$ cat config.mk
export PLATFORM = sky130hd
export DESIGN_NAME = ccd_top
export DESIGN_NICKNAME = d
export VERILOG_FILES = /design/src/inc/ccd_pkg.sv /design/src/ccd_div.sv /design/src/ccd_top.sv
export VERILOG_INCLUDE_DIRS = /design/src /design/src/inc
export SDC_FILE = /design/constraint.sdc
export NUM_CORES = 1
export LEC_CHECK = 0
export BUFFER_PORTS_ARGS = -buffer_cell sky130_fd_sc_hd__buf_2
export CORE_MARGIN = 2
export CORE_UTILIZATION = 60
export DETAILED_ROUTE_END_ITERATION = 8
export PLACE_DENSITY = 0.81
export SLEW_MARGIN = 0
export SYNTH_ARGS = -nofsm -noshare
export SYNTH_HDL_FRONTEND = slang
export SYNTH_HIERARCHICAL = 1
export SYNTH_SLANG_ARGS = --single-unit
$ cat constraint.sdc
create_clock -name core_clk -period 8.9 [get_ports core_clk]
set_input_delay 2.225 -clock core_clk [delete_from_list [all_inputs] [get_ports core_clk]]
set_output_delay 2.225 -clock core_clk [all_outputs]
set_load 0.03 [all_outputs]
$ cat src/inc/ccd_map.svh
/*
 Timing counts, field positions and reset values for the CPU clock
 divider and clock output block. Assumes a 20 MHz core_clk.
*/
//
// Summary of operation
// Oscillator source fixed by programmed configuration
// RC source runs at nominal 6 MHz
// External clock frees second oscillator pin
// Clock output only with RC or external
// Clock output runs whenever oscillator runs
// Clock output is CPU clock over six
// Software clears enable before Idle if unneeded
// Compatibility halving divides CPU clock by two
// Halving slows peripherals as well
// Divider resets zero, zero means undivided
// Divider N gives ratio two times N+1
// Divider writable any time without stall
// Crystal source disables both oscillator pins
// Clock output enable is mode bit four
// Wake waits 1024 or 256 CPU clocks
// New ratio taken only on period boundary
// Even ratios give fifty percent duty
`ifndef CCD_MAP_SVH
`define CCD_MAP_SVH

// ----------------------------------------------------------------
// Rates and counts
// ----------------------------------------------------------------
`define CCD_CORE_KHZ    15'd20000
`define CCD_RC_KHZ      15'd6000
`define CCD_WARM_XTAL   11'd1024
`define CCD_WARM_RC     11'd256
`define CCD_CO_LAST     2'd2

// ----------------------------------------------------------------
// Fields and reset values
// ----------------------------------------------------------------
`define CCD_CLOCK_OUT_ENABLE_BIT   4
`define CCD_DIV_RST     8'h00

`endif

$ cat src/inc/ccd_pkg.sv
/*
 Types shared by the clock divider block: oscillator source codes and
 the power state machine. Assumes ccd_map.svh for numeric constants.
*/
package ccd_pkg;

	// Oscillator source as programmed into the configuration byte
	typedef enum logic [2:0] {
		CCD_OSC_LOW  = 3'h0,
		CCD_OSC_MED  = 3'h1,
		CCD_OSC_HIGH = 3'h2,
		CCD_OSC_RC   = 3'h3,
		CCD_OSC_EXT  = 3'h4
	} ccd_osc_e;

	// Oscillator power states, Gray coded along run-stop-warm
	typedef enum logic [1:0] {
		CCD_RUN  = 2'b00,
		CCD_STOP = 2'b01,
		CCD_WARM = 2'b11
	} ccd_pwr_e;

endpackage : ccd_pkg

$ cat src/ccd_div.sv
/*
 Programmable divider: turns oscillator ticks into a CPU clock enable
 and a clock level. Assumes tick is a one-cycle pulse on core_clk.
*/
`timescale 1ns/1ps
`default_nettype none

module ccd_div (
	input  wire logic       core_clk, // Core clock
	input  wire logic       sys_rst,  // Sync reset, high
	input  wire logic       tick,     // Oscillator tick
	input  wire logic [9:0] half_len, // Ticks per half, 0 = ratio 1
	output logic            cpu_en,   // CPU clock enable pulse
	output logic            cpu_lvl   // CPU clock level
);

	logic [9:0] cur;
	logic [9:0] cnt;
	wire        last     = (cnt == cur - 10'd1);
	wire        boundary = tick && ((cur == 10'd0) || (last && !cpu_lvl));

	// ------------------------------------------------------------
	// Half-period counter
	// ------------------------------------------------------------
	// Ratio is loaded at the rising edge, or at any tick while undivided, so no runt period
	always_ff @(posedge core_clk) begin
		if (sys_rst) begin
			cur     <= 10'd0;
			cnt     <= 10'd0;
			cpu_en  <= 1'b0;
			cpu_lvl <= 1'b0;
		end else begin
			cpu_en <= boundary;
			if (boundary) begin
				cur     <= half_len;
				cnt     <= 10'd0;
				cpu_lvl <= ~cpu_lvl;
			end else if (tick && last) begin
				cnt     <= 10'd0;
				cpu_lvl <= ~cpu_lvl;
			end else if (tick) begin
				cnt <= cnt + 10'd1;
			end
		end
	end

endmodule : ccd_div

`default_nettype wire

$ cat src/ccd_top.sv
/*
 CPU clock generation: oscillator source, compatibility halving,
 programmable divider, clock output pin and wake-up warm count.
 Assumes the crystal oscillator is core_clk itself and that the
 configuration strap is stable while sys_rst is high.
*/
`timescale 1ns/1ps
`default_nettype none
`include "ccd_map.svh"

module ccd_top (
	input  wire logic            core_clk,        // 20 MHz clock
	input  wire logic            sys_rst,         // Sync reset, high
	input  wire ccd_pkg::ccd_osc_e osc_sel_strap, // Programmed source
	input  wire logic            compat_clock_halve, // Config halving
	input  wire logic            div_wr,          // Divider write
	input  wire logic [7:0]      div_wdata,       // Divider data
	input  wire logic [7:0]      port2_mode_one,  // Port 2 mode reg
	input  wire logic            ext_clock_in_pin, // External clock
	input  wire logic            pd_req,          // Enter power-down
	input  wire logic            wake,            // Wake event
	output logic [7:0]           cpu_clock_divider, // Divider value
	output logic                 cpu_clk_en,      // CPU+periph enable
	output logic                 cpu_clk,         // CPU clock level
	output logic                 clock_out_pin_o, // Clock out level
	output logic                 clock_out_pin_oe, // Clock out drive
	output logic                 p20_port_en,     // Second pin as GPIO
	output logic                 p21_port_en,     // First pin as GPIO
	output logic                 exec_en          // Execution allowed
);
	import ccd_pkg::*;

	// ------------------------------------------------------------
	// Helpers
	// ------------------------------------------------------------
	// Ticks per half CPU period; 0 codes the undivided ratio
	function automatic logic [9:0] ccd_half(input logic [7:0] n,
	                                        input logic       h);
		logic [9:0] base;
		base = {2'b00, n} + 10'd1;
		if (n == 8'h00)
			ccd_half = h ? 10'd1 : 10'd0;
		else if (h)
			ccd_half = {base[8:0], 1'b0};
		else
			ccd_half = base;
	endfunction : ccd_half

	function automatic logic ccd_is_xtal(input ccd_osc_e s);
		ccd_is_xtal = (s == CCD_OSC_LOW) || (s == CCD_OSC_MED) ||
		              (s == CCD_OSC_HIGH);
	endfunction : ccd_is_xtal

	// ------------------------------------------------------------
	// Configuration capture
	// ------------------------------------------------------------
	ccd_osc_e   src;
	logic       halve;

	// Caught only during reset, never changed by running code
	always_ff @(posedge core_clk) begin
		if (sys_rst) begin
			src   <= osc_sel_strap;
			halve <= compat_clock_halve;
		end
	end

	wire src_xtal   = ccd_is_xtal(src);
	wire src_rc_ext = (src == CCD_OSC_RC) || (src == CCD_OSC_EXT);

	// ------------------------------------------------------------
	// Divider register
	// ------------------------------------------------------------
	// Writes land any cycle; the divider picks them up at its edge
	always_ff @(posedge core_clk) begin
		if (sys_rst)
			cpu_clock_divider <= `CCD_DIV_RST;
		else if (div_wr)
			cpu_clock_divider <= div_wdata;
	end

	// ------------------------------------------------------------
	// External clock synchroniser
	// ------------------------------------------------------------
	logic ext_s1;
	logic ext_s2;
	logic ext_s3;
	logic ext_lvl;

	always_ff @(posedge core_clk) begin
		if (sys_rst) begin
			ext_s1  <= 1'b0;
			ext_s2  <= 1'b0;
			ext_s3  <= 1'b0;
			ext_lvl <= 1'b0;
		end else begin
			ext_s1 <= ext_clock_in_pin;
			ext_s2 <= ext_s1;
			ext_s3 <= ext_s2;
			if (ext_s2 == ext_s3)
				ext_lvl <= ext_s3;
		end
	end

	// Rising edge counts once two stages agree; limits rate to fclk/4
	wire ext_tick = (ext_s2 == ext_s3) && ext_s3 && !ext_lvl;

	// ------------------------------------------------------------
	// RC oscillator model
	// ------------------------------------------------------------
	// Fractional accumulator; average 6 MHz, jitter of one core cycle
	logic [14:0] rc_acc;
	wire  [15:0] rc_sum  = {1'b0, rc_acc} + {1'b0, `CCD_RC_KHZ};
	wire         rc_wrap = (rc_sum >= {1'b0, `CCD_CORE_KHZ});
	wire  [15:0] rc_next = rc_wrap ? rc_sum - {1'b0, `CCD_CORE_KHZ}
	                               : rc_sum;

	always_ff @(posedge core_clk) begin
		if (sys_rst)
			rc_acc <= 15'd0;
		else
			rc_acc <= rc_next[14:0];
	end

	// ------------------------------------------------------------
	// Oscillator power states
	// ------------------------------------------------------------
	ccd_pwr_e    pwr;
	ccd_pwr_e    next_pwr;
	logic [10:0] warm_cnt;
	logic        cpu_en_w;
	logic        cpu_lvl_w;

	wire [10:0] warm_need = src_xtal ? `CCD_WARM_XTAL : `CCD_WARM_RC;
	wire        warm_done = cpu_en_w && (warm_cnt == warm_need - 11'd1);
	wire        osc_on    = (pwr != CCD_STOP);

	// Next state
	always_comb begin
		next_pwr = pwr;
		case (pwr)
			CCD_RUN:  if (pd_req) next_pwr = CCD_STOP;
			CCD_STOP: if (wake) next_pwr = CCD_WARM;
			CCD_WARM: if (warm_done) next_pwr = CCD_RUN;
			default:  next_pwr = CCD_RUN;
		endcase
	end

	always_ff @(posedge core_clk) begin
		if (sys_rst) begin
			pwr      <= CCD_RUN;
			warm_cnt <= 11'd0;
		end else begin
			pwr <= next_pwr;
			if (pwr != CCD_WARM)
				warm_cnt <= 11'd0;
			else if (cpu_en_w)
				warm_cnt <= warm_cnt + 11'd1;
		end
	end

	// ------------------------------------------------------------
	// Tick select and divider
	// ------------------------------------------------------------
	wire src_tick = (src == CCD_OSC_EXT) ? ext_tick :
	                (src == CCD_OSC_RC)  ? rc_wrap  : 1'b1;
	wire osc_tick = osc_on && src_tick;
	// Halving is folded into the ratio, so peripherals see it too
	wire [9:0] half_len = ccd_half(cpu_clock_divider, halve);

	ccd_div u_div (
		.core_clk (core_clk),
		.sys_rst  (sys_rst),
		.tick     (osc_tick),
		.half_len (half_len),
		.cpu_en   (cpu_en_w),
		.cpu_lvl  (cpu_lvl_w)
	);

	// ------------------------------------------------------------
	// Clock output
	// ------------------------------------------------------------
	logic [1:0] co_cnt;
	logic       co_lvl;

	// Enable bit only acts with RC or external source
	wire co_act = port2_mode_one[`CCD_CLOCK_OUT_ENABLE_BIT] && src_rc_ext &&
	              osc_on;

	// Three CPU clocks per half gives one sixth of the CPU rate
	always_ff @(posedge core_clk) begin
		if (sys_rst) begin
			co_cnt <= 2'd0;
			co_lvl <= 1'b0;
		end else if (cpu_en_w) begin
			if (co_cnt == `CCD_CO_LAST) begin
				co_cnt <= 2'd0;
				co_lvl <= ~co_lvl;
			end else begin
				co_cnt <= co_cnt + 2'd1;
			end
		end
	end

	// ------------------------------------------------------------
	// Registered outputs
	// ------------------------------------------------------------
	// Crystal holds both pins; external frees the second one
	always_ff @(posedge core_clk) begin
		if (sys_rst) begin
			cpu_clk_en       <= 1'b0;
			cpu_clk          <= 1'b0;
			clock_out_pin_o  <= 1'b0;
			clock_out_pin_oe <= 1'b0;
			p20_port_en      <= 1'b0;
			p21_port_en      <= 1'b0;
			exec_en          <= 1'b0;
		end else begin
			cpu_clk_en       <= cpu_en_w;
			cpu_clk          <= cpu_lvl_w;
			clock_out_pin_o  <= co_act && co_lvl;
			clock_out_pin_oe <= co_act;
			p20_port_en      <= !src_xtal && !co_act &&
			                    (src != CCD_OSC_RC || !co_act);
			p21_port_en      <= !src_xtal && (src != CCD_OSC_EXT);
			exec_en          <= (next_pwr == CCD_RUN);
		end
	end
endmodule : ccd_top

`default_nettype wire
Word-level counts from Yosys, hierarchy flattened
Cells that the tools add are included.

ROM bits: 0. Bits in latches: 0. Bits of input ports: 26. Output and inout port bits: 15. Memories kept: 0. Bits in registers: 76. RAM bits: 0.

Divide/modulo/power cells: 0. Order comparisons: 1. Multiplexer cells: 14. Multiply operators: 0. Bitwise gates (word level): 2. Equal/unequal tests: 14. Reductions and logical operators: 31. Add/sub/neg operators: 8. Shifts and indexed selects: 0.

Operators by type and width (count): two-way mux 10 bit (2); adder 15 x 13 -> 16 bit, second input constant (1); >= comparator 16 x 15 -> 1 bit, second input constant (1); two-way mux 15 bit (1); subtractor 15 bit, second input constant (1); logical AND 1 bit (13); adder 11 x 1 -> 11 bit, second input constant (1); equality test 11 bit (1); two-way mux 11 bit (1); subtractor 11 x 1 -> 11 bit, second input constant (1); adder 10 x 1 -> 10 bit, second input constant (1); equality test 10 bit (1); zero test 10 bit (1); subtractor 10 x 1 -> 10 bit, second input constant (1); adder 8 x 1 -> 9 bit, second input constant (1); zero test 8 bit (1); two-way mux 2 bit (4); equality test 3 x 2 -> 1 bit, second input constant (2); case mux 2 bit (3 select lines) (1); logical OR 1 bit (5); two-way mux 1 bit (5); equality test 2 bit, second input constant (2); zero test 1 bit (4); zero test 2 bit (2); 15 further kinds (16).

Longest topological paths before layout
Depth in word-level cells: 10. Mapped depth: 17. Depth with buffers taken out: 14.

Modules after synthesis
The synthesis kept the hierarchy.

By module, submodules not included: ccd_top (times used 1, sequential area each 1041.0 sq um, area an instance 2894.0 sq um, cells an instance 350); ccd_div (times used 1, sequential area each 440.4 sq um, area an instance 1331.3 sq um, cells an instance 161).

Worst setup path before layout
Ideal clock, no wire load.

Path kind: reg2reg. From: reg rc_acc[4]. To: reg u_div.cur[4]. Path buffers: 3. Setup time: 0.140 ns. Arrival time: 3.628 ns. Setup slack: 5.132 ns. Stages on the path, launching flop included: 17. Cells stage by stage: dfxtp_1 -> inv_1 -> ha_1 -> nand2b_1 -> and2_1 -> o21ai_0 -> a311o_2 -> a21oi_2 -> buf_4 -> nor3_1 -> nor3_1 -> clkbuf_1 -> nand4b_1 -> or4_1 -> clkbuf_1 -> a211oi_2 -> o32ai_1.

Longest elaborated chain between the ends: 6.

Ends and longest elaborated chain: from (decl) (line ccd_top.sv:112) `logic [14:0] rc_acc;`; from (signal assigned) (line ccd_top.sv:122) `rc_acc <= rc_next[14:0];`; adder 15 x 13 -> 16 bit (line ccd_top.sv:113) `` wire [15:0] rc_sum = {1'b0, rc_acc} + {1'b0, `CCD_RC_KHZ}; ``; >= comparator 16 x 15 -> 1 bit (line ccd_top.sv:114) `` wire rc_wrap = (rc_sum >= {1'b0, `CCD_CORE_KHZ}); ``; two-way mux 1 bit (line ccd_top.sv:166) `(src == CCD_OSC_RC) ? rc_wrap : 1'b1;`; two-way mux 1 bit (line ccd_top.sv:165) `wire src_tick = (src == CCD_OSC_EXT) ? ext_tick :`; logical AND 1 bit (line ccd_top.sv:167) `wire osc_tick = osc_on && src_tick;`; via osc_tick (line ccd_top.sv:167); logical AND 1 bit (line ccd_div.sv:20) `wire boundary = tick && ((cur == 10'd0) || (last && !cpu_lvl));`; to (signal assigned) (line ccd_div.sv:35) `cur <= half_len;`; to (decl) (line ccd_div.sv:17) `logic [9:0] cur;`.

The timed path passes the listed nets, and every way through them passes these cells. A chain may end at the register's enable or synchronous reset.

Final worst setup path
Same ends and word-level chain as after synthesis.

==> metrics.yaml <==
ys.flop_type: "dfxtp_1"
cts_resized: 0
hpwl_um: 5975
ir_worst_vdd_mv: 0.1822
htreeDepth: 3
cp_data_required_time_ps: 9140
cts_tree: "done"
grt_usage_pct: 24.11
critPathMaxStageDelay_ps: 850
avgSynthCellArea_um2: 8.269
clock-root-buffer: "clkbuf_8"
start_util_pct: 62.19
cp_num_buf_inv: 1
reg2reg_slack_ps: 4030
ioPinCount: 41
post_cts_buffers: 0
overflow: 0
syn2layout_area_growth_pct: 9.002
max_clock_freq_ghz: 0.2053
post-place-ws_ps: 4080
synthMuxAreaShare_pct: 5.093
synthAdderAreaFrac_pct: 2.961
critical_path_class: "reg -> reg"
grt_max_degree: 59
postCtsHoldBufs: 0
yosysTopAreaCell: "dfxtp_1"
synth_cells: 511
die_w_um: 87.92
layout_setup_ws_ps: 4030
synth_top_family_by_area: "simple AND/OR/NAND/NOR gates"
slew_viol_final: 0
core_um2: 6794
cts_sinks: 72
crit_slowest_cell: "nor3_1"
path_clk_slew_ps: 80
wl_per_cell_um: 13.90
synth_cell_type_count: 72
critical_path_arrival_ps: 5110
drt-initial-drc-count: 277
numCtsBuffers: 9
cp_common_cell: "nor3_1"
crit_chain: "inv_1, ha_1, nand2b_1, and2_1, o21ai_0, a311o_2, a21oi_2, nor3_1, nor3_1, nand3_1, a211oi_2, nand4_2, o31a_1, o32ai_1"
synth-edff-count: 4
rsz0062_at_grt: "no"
syn_nets: 547
post-route-util_pct: 67.79
clock_latency_ps: 350
netlist_area_um2: 4225
layout-drive-gt1-share_pct: 13.61
globalplace.congestion: 0.8306
hold_viol_final: 0
endpoint_kind: "flop"
synth_compound_area_share_pct: 15.84
slew_headroom_pct: 32.77
status: "completed"
routed_wl_um: 8690
worstMarginPinSlew_ps: 1001
setup-violations-final: 0
fin_crit_ps: 4870
final.setup.tns_ps: 0
yosysTopAreaCellShare_pct: 32.22
yosysSeqAreaShare_pct: 35.06
fin_hold_ws_ps: 478.1
fin_nets: 560
drc: 0
ys_async_sr_fraction_pct: 0
fin_worst_skew_ps: 9.161
total_power_uw: 1245
power_density_nw_per_um2: 270.3
first_pass_iters: 5
p_leak_uw: 0.001776
grt_pass1_vias: 3339
synth_xor_area_share_pct: 8.262
yosys.area_share.simple_pct: 27.72
die_h_um: 87.92
cp_top_family: "compound AO/OA/AOI/OAI gates"
hp-class: "reg -> reg"
grt_antenna_before_repair: 0
yosysWarningCount: 6
ys_ff_latch: 72
drtAntennaViolNets: 0
place.port_buffers: 33
diodes: 0
vias: 3665
netlist_top_cells_area: "dfxtp_1, nor2_1, xnor2_1, mux2i_1, nand2_1"
crit_path_start_kind: "flop"
grt_first_pass_wirelength_um: 14950
cts_buffer_depth: 2
finalCritPeriodShare_pct: 54.72
fp.dieArea_um2: 7729
rows: 30
cap_violations: 0
cp_max_fo: 15
viasPerCell: 5.864
[cell families after synthesis]
logic type / count (synthesis)
flops: 72
fa+ha+maj: 10
mux: 21
compound gates: 95
xor+xnor: 39
buf+inv: 51
simple gates: 223
[power by group]
| group | switching, uW | leakage, uW | internal (uW) | total (uW) |
|---|---|---|---|---|
| combinational | 283 | 0.00106 | 213 | 496 |
| sequential | 84.0 | 0.000595 | 371 | 455 |
| clock | 122 | 0.000119 | 173 | 294 |
[registers in the layout (all words and copies together), names as in the netlist]
signal / flops
ext_s3: 1
ext_s1: 1
u_div/cur: 10
u_div/cnt: 10
pwr: 2
warm_cnt: 11
p21_port_en: 1
clock_out_pin_o: 1
u_div/cpu_en: 1
halve: 1
cpu_clk: 1
ext_s2: 1
src: 3
p20_port_en: 1
exec_en: 1
rc_acc: 11
clock_out_pin_oe: 1
ext_lvl: 1
co_cnt: 2
cpu_clk_en: 1
co_lvl: 1
u_div/cpu_lvl: 1
cpu_clock_divider: 8
[stage by stage]
stage               std cells  instance area, um^2
floorplan                 511                 4225
global placement          609                 4375
detailed placement        609                 4375
CTS                       625                 4606
global route              625                 4606
finish                    625                 4606
[cell usage after synthesis, drive strengths merged (3+ instances only)]
library cell	instances
dfxtp	68
and2	3
mux2i	17
a211o	3
nor2b	9
o311ai	5
inv	19
nand4	15
a21oi	26
nand3b	4
o21ai	18
nand2b	6
clkbuf	27
and3	9
o32ai	6
a211oi	8
nor2	65
ha	10
or4	6
nor4	9
nand2	40
and4	4
xor2	16
or3	9
mux2	4
nor3	12
a21o	4
xnor2	23
edfxtp	4
nand3	18
buf	5
o211ai	3
nand4b	4
o21bai	3
[worst paths after layout]
check	start	to	cells past startpoint
worst max-delay path	rc_acc[4]	u_div/cur[4]	14
worst min-delay path	co_lvl	clock_out_pin_o	1
worst max register to register	rc_acc[4]	u_div/cur[4]	14
worst min register to register	co_lvl	clock_out_pin_o	1
[metal layers]
layer  track usage (%)  share of wire (%)  vias to the layer above
met5                 0                  0                        -
met2             40.56                 48                      104
met3             5.184                4.4                       10
met4             9.371                1.1                        0
met1             30.20                 47                     1687
li1                  -                  -                     1864
[final cells by class]
type,count,area [um^2]
clock buffers,11,151.4
clock inverters,5,78.83
fillers,567,2188
inverters,19,71.32
multi-input cells,388,2530
flip-flops and latches,72,1481
well taps,96,120.1
repair buffers,34,172.7
[cells in the final DEF, fill, tap and decap left out, drive strengths merged, types with 5 or more instances in the layout]
cell type,n
nand2b,6
o32ai,6
nor4,9
nand3,18
nor2,65
a211oi,8
xor2,16
and3,9
or3,9
buf,34
nand2,40
or4,6
ha,10
nor3,12
a21oi,26
nand4,15
mux2i,17
o21ai,18
clkbuf,11
nor2b,9
dfxtp,68
o311ai,5
inv,19
xnor2,23
Power figures use the tool's default switching activity.
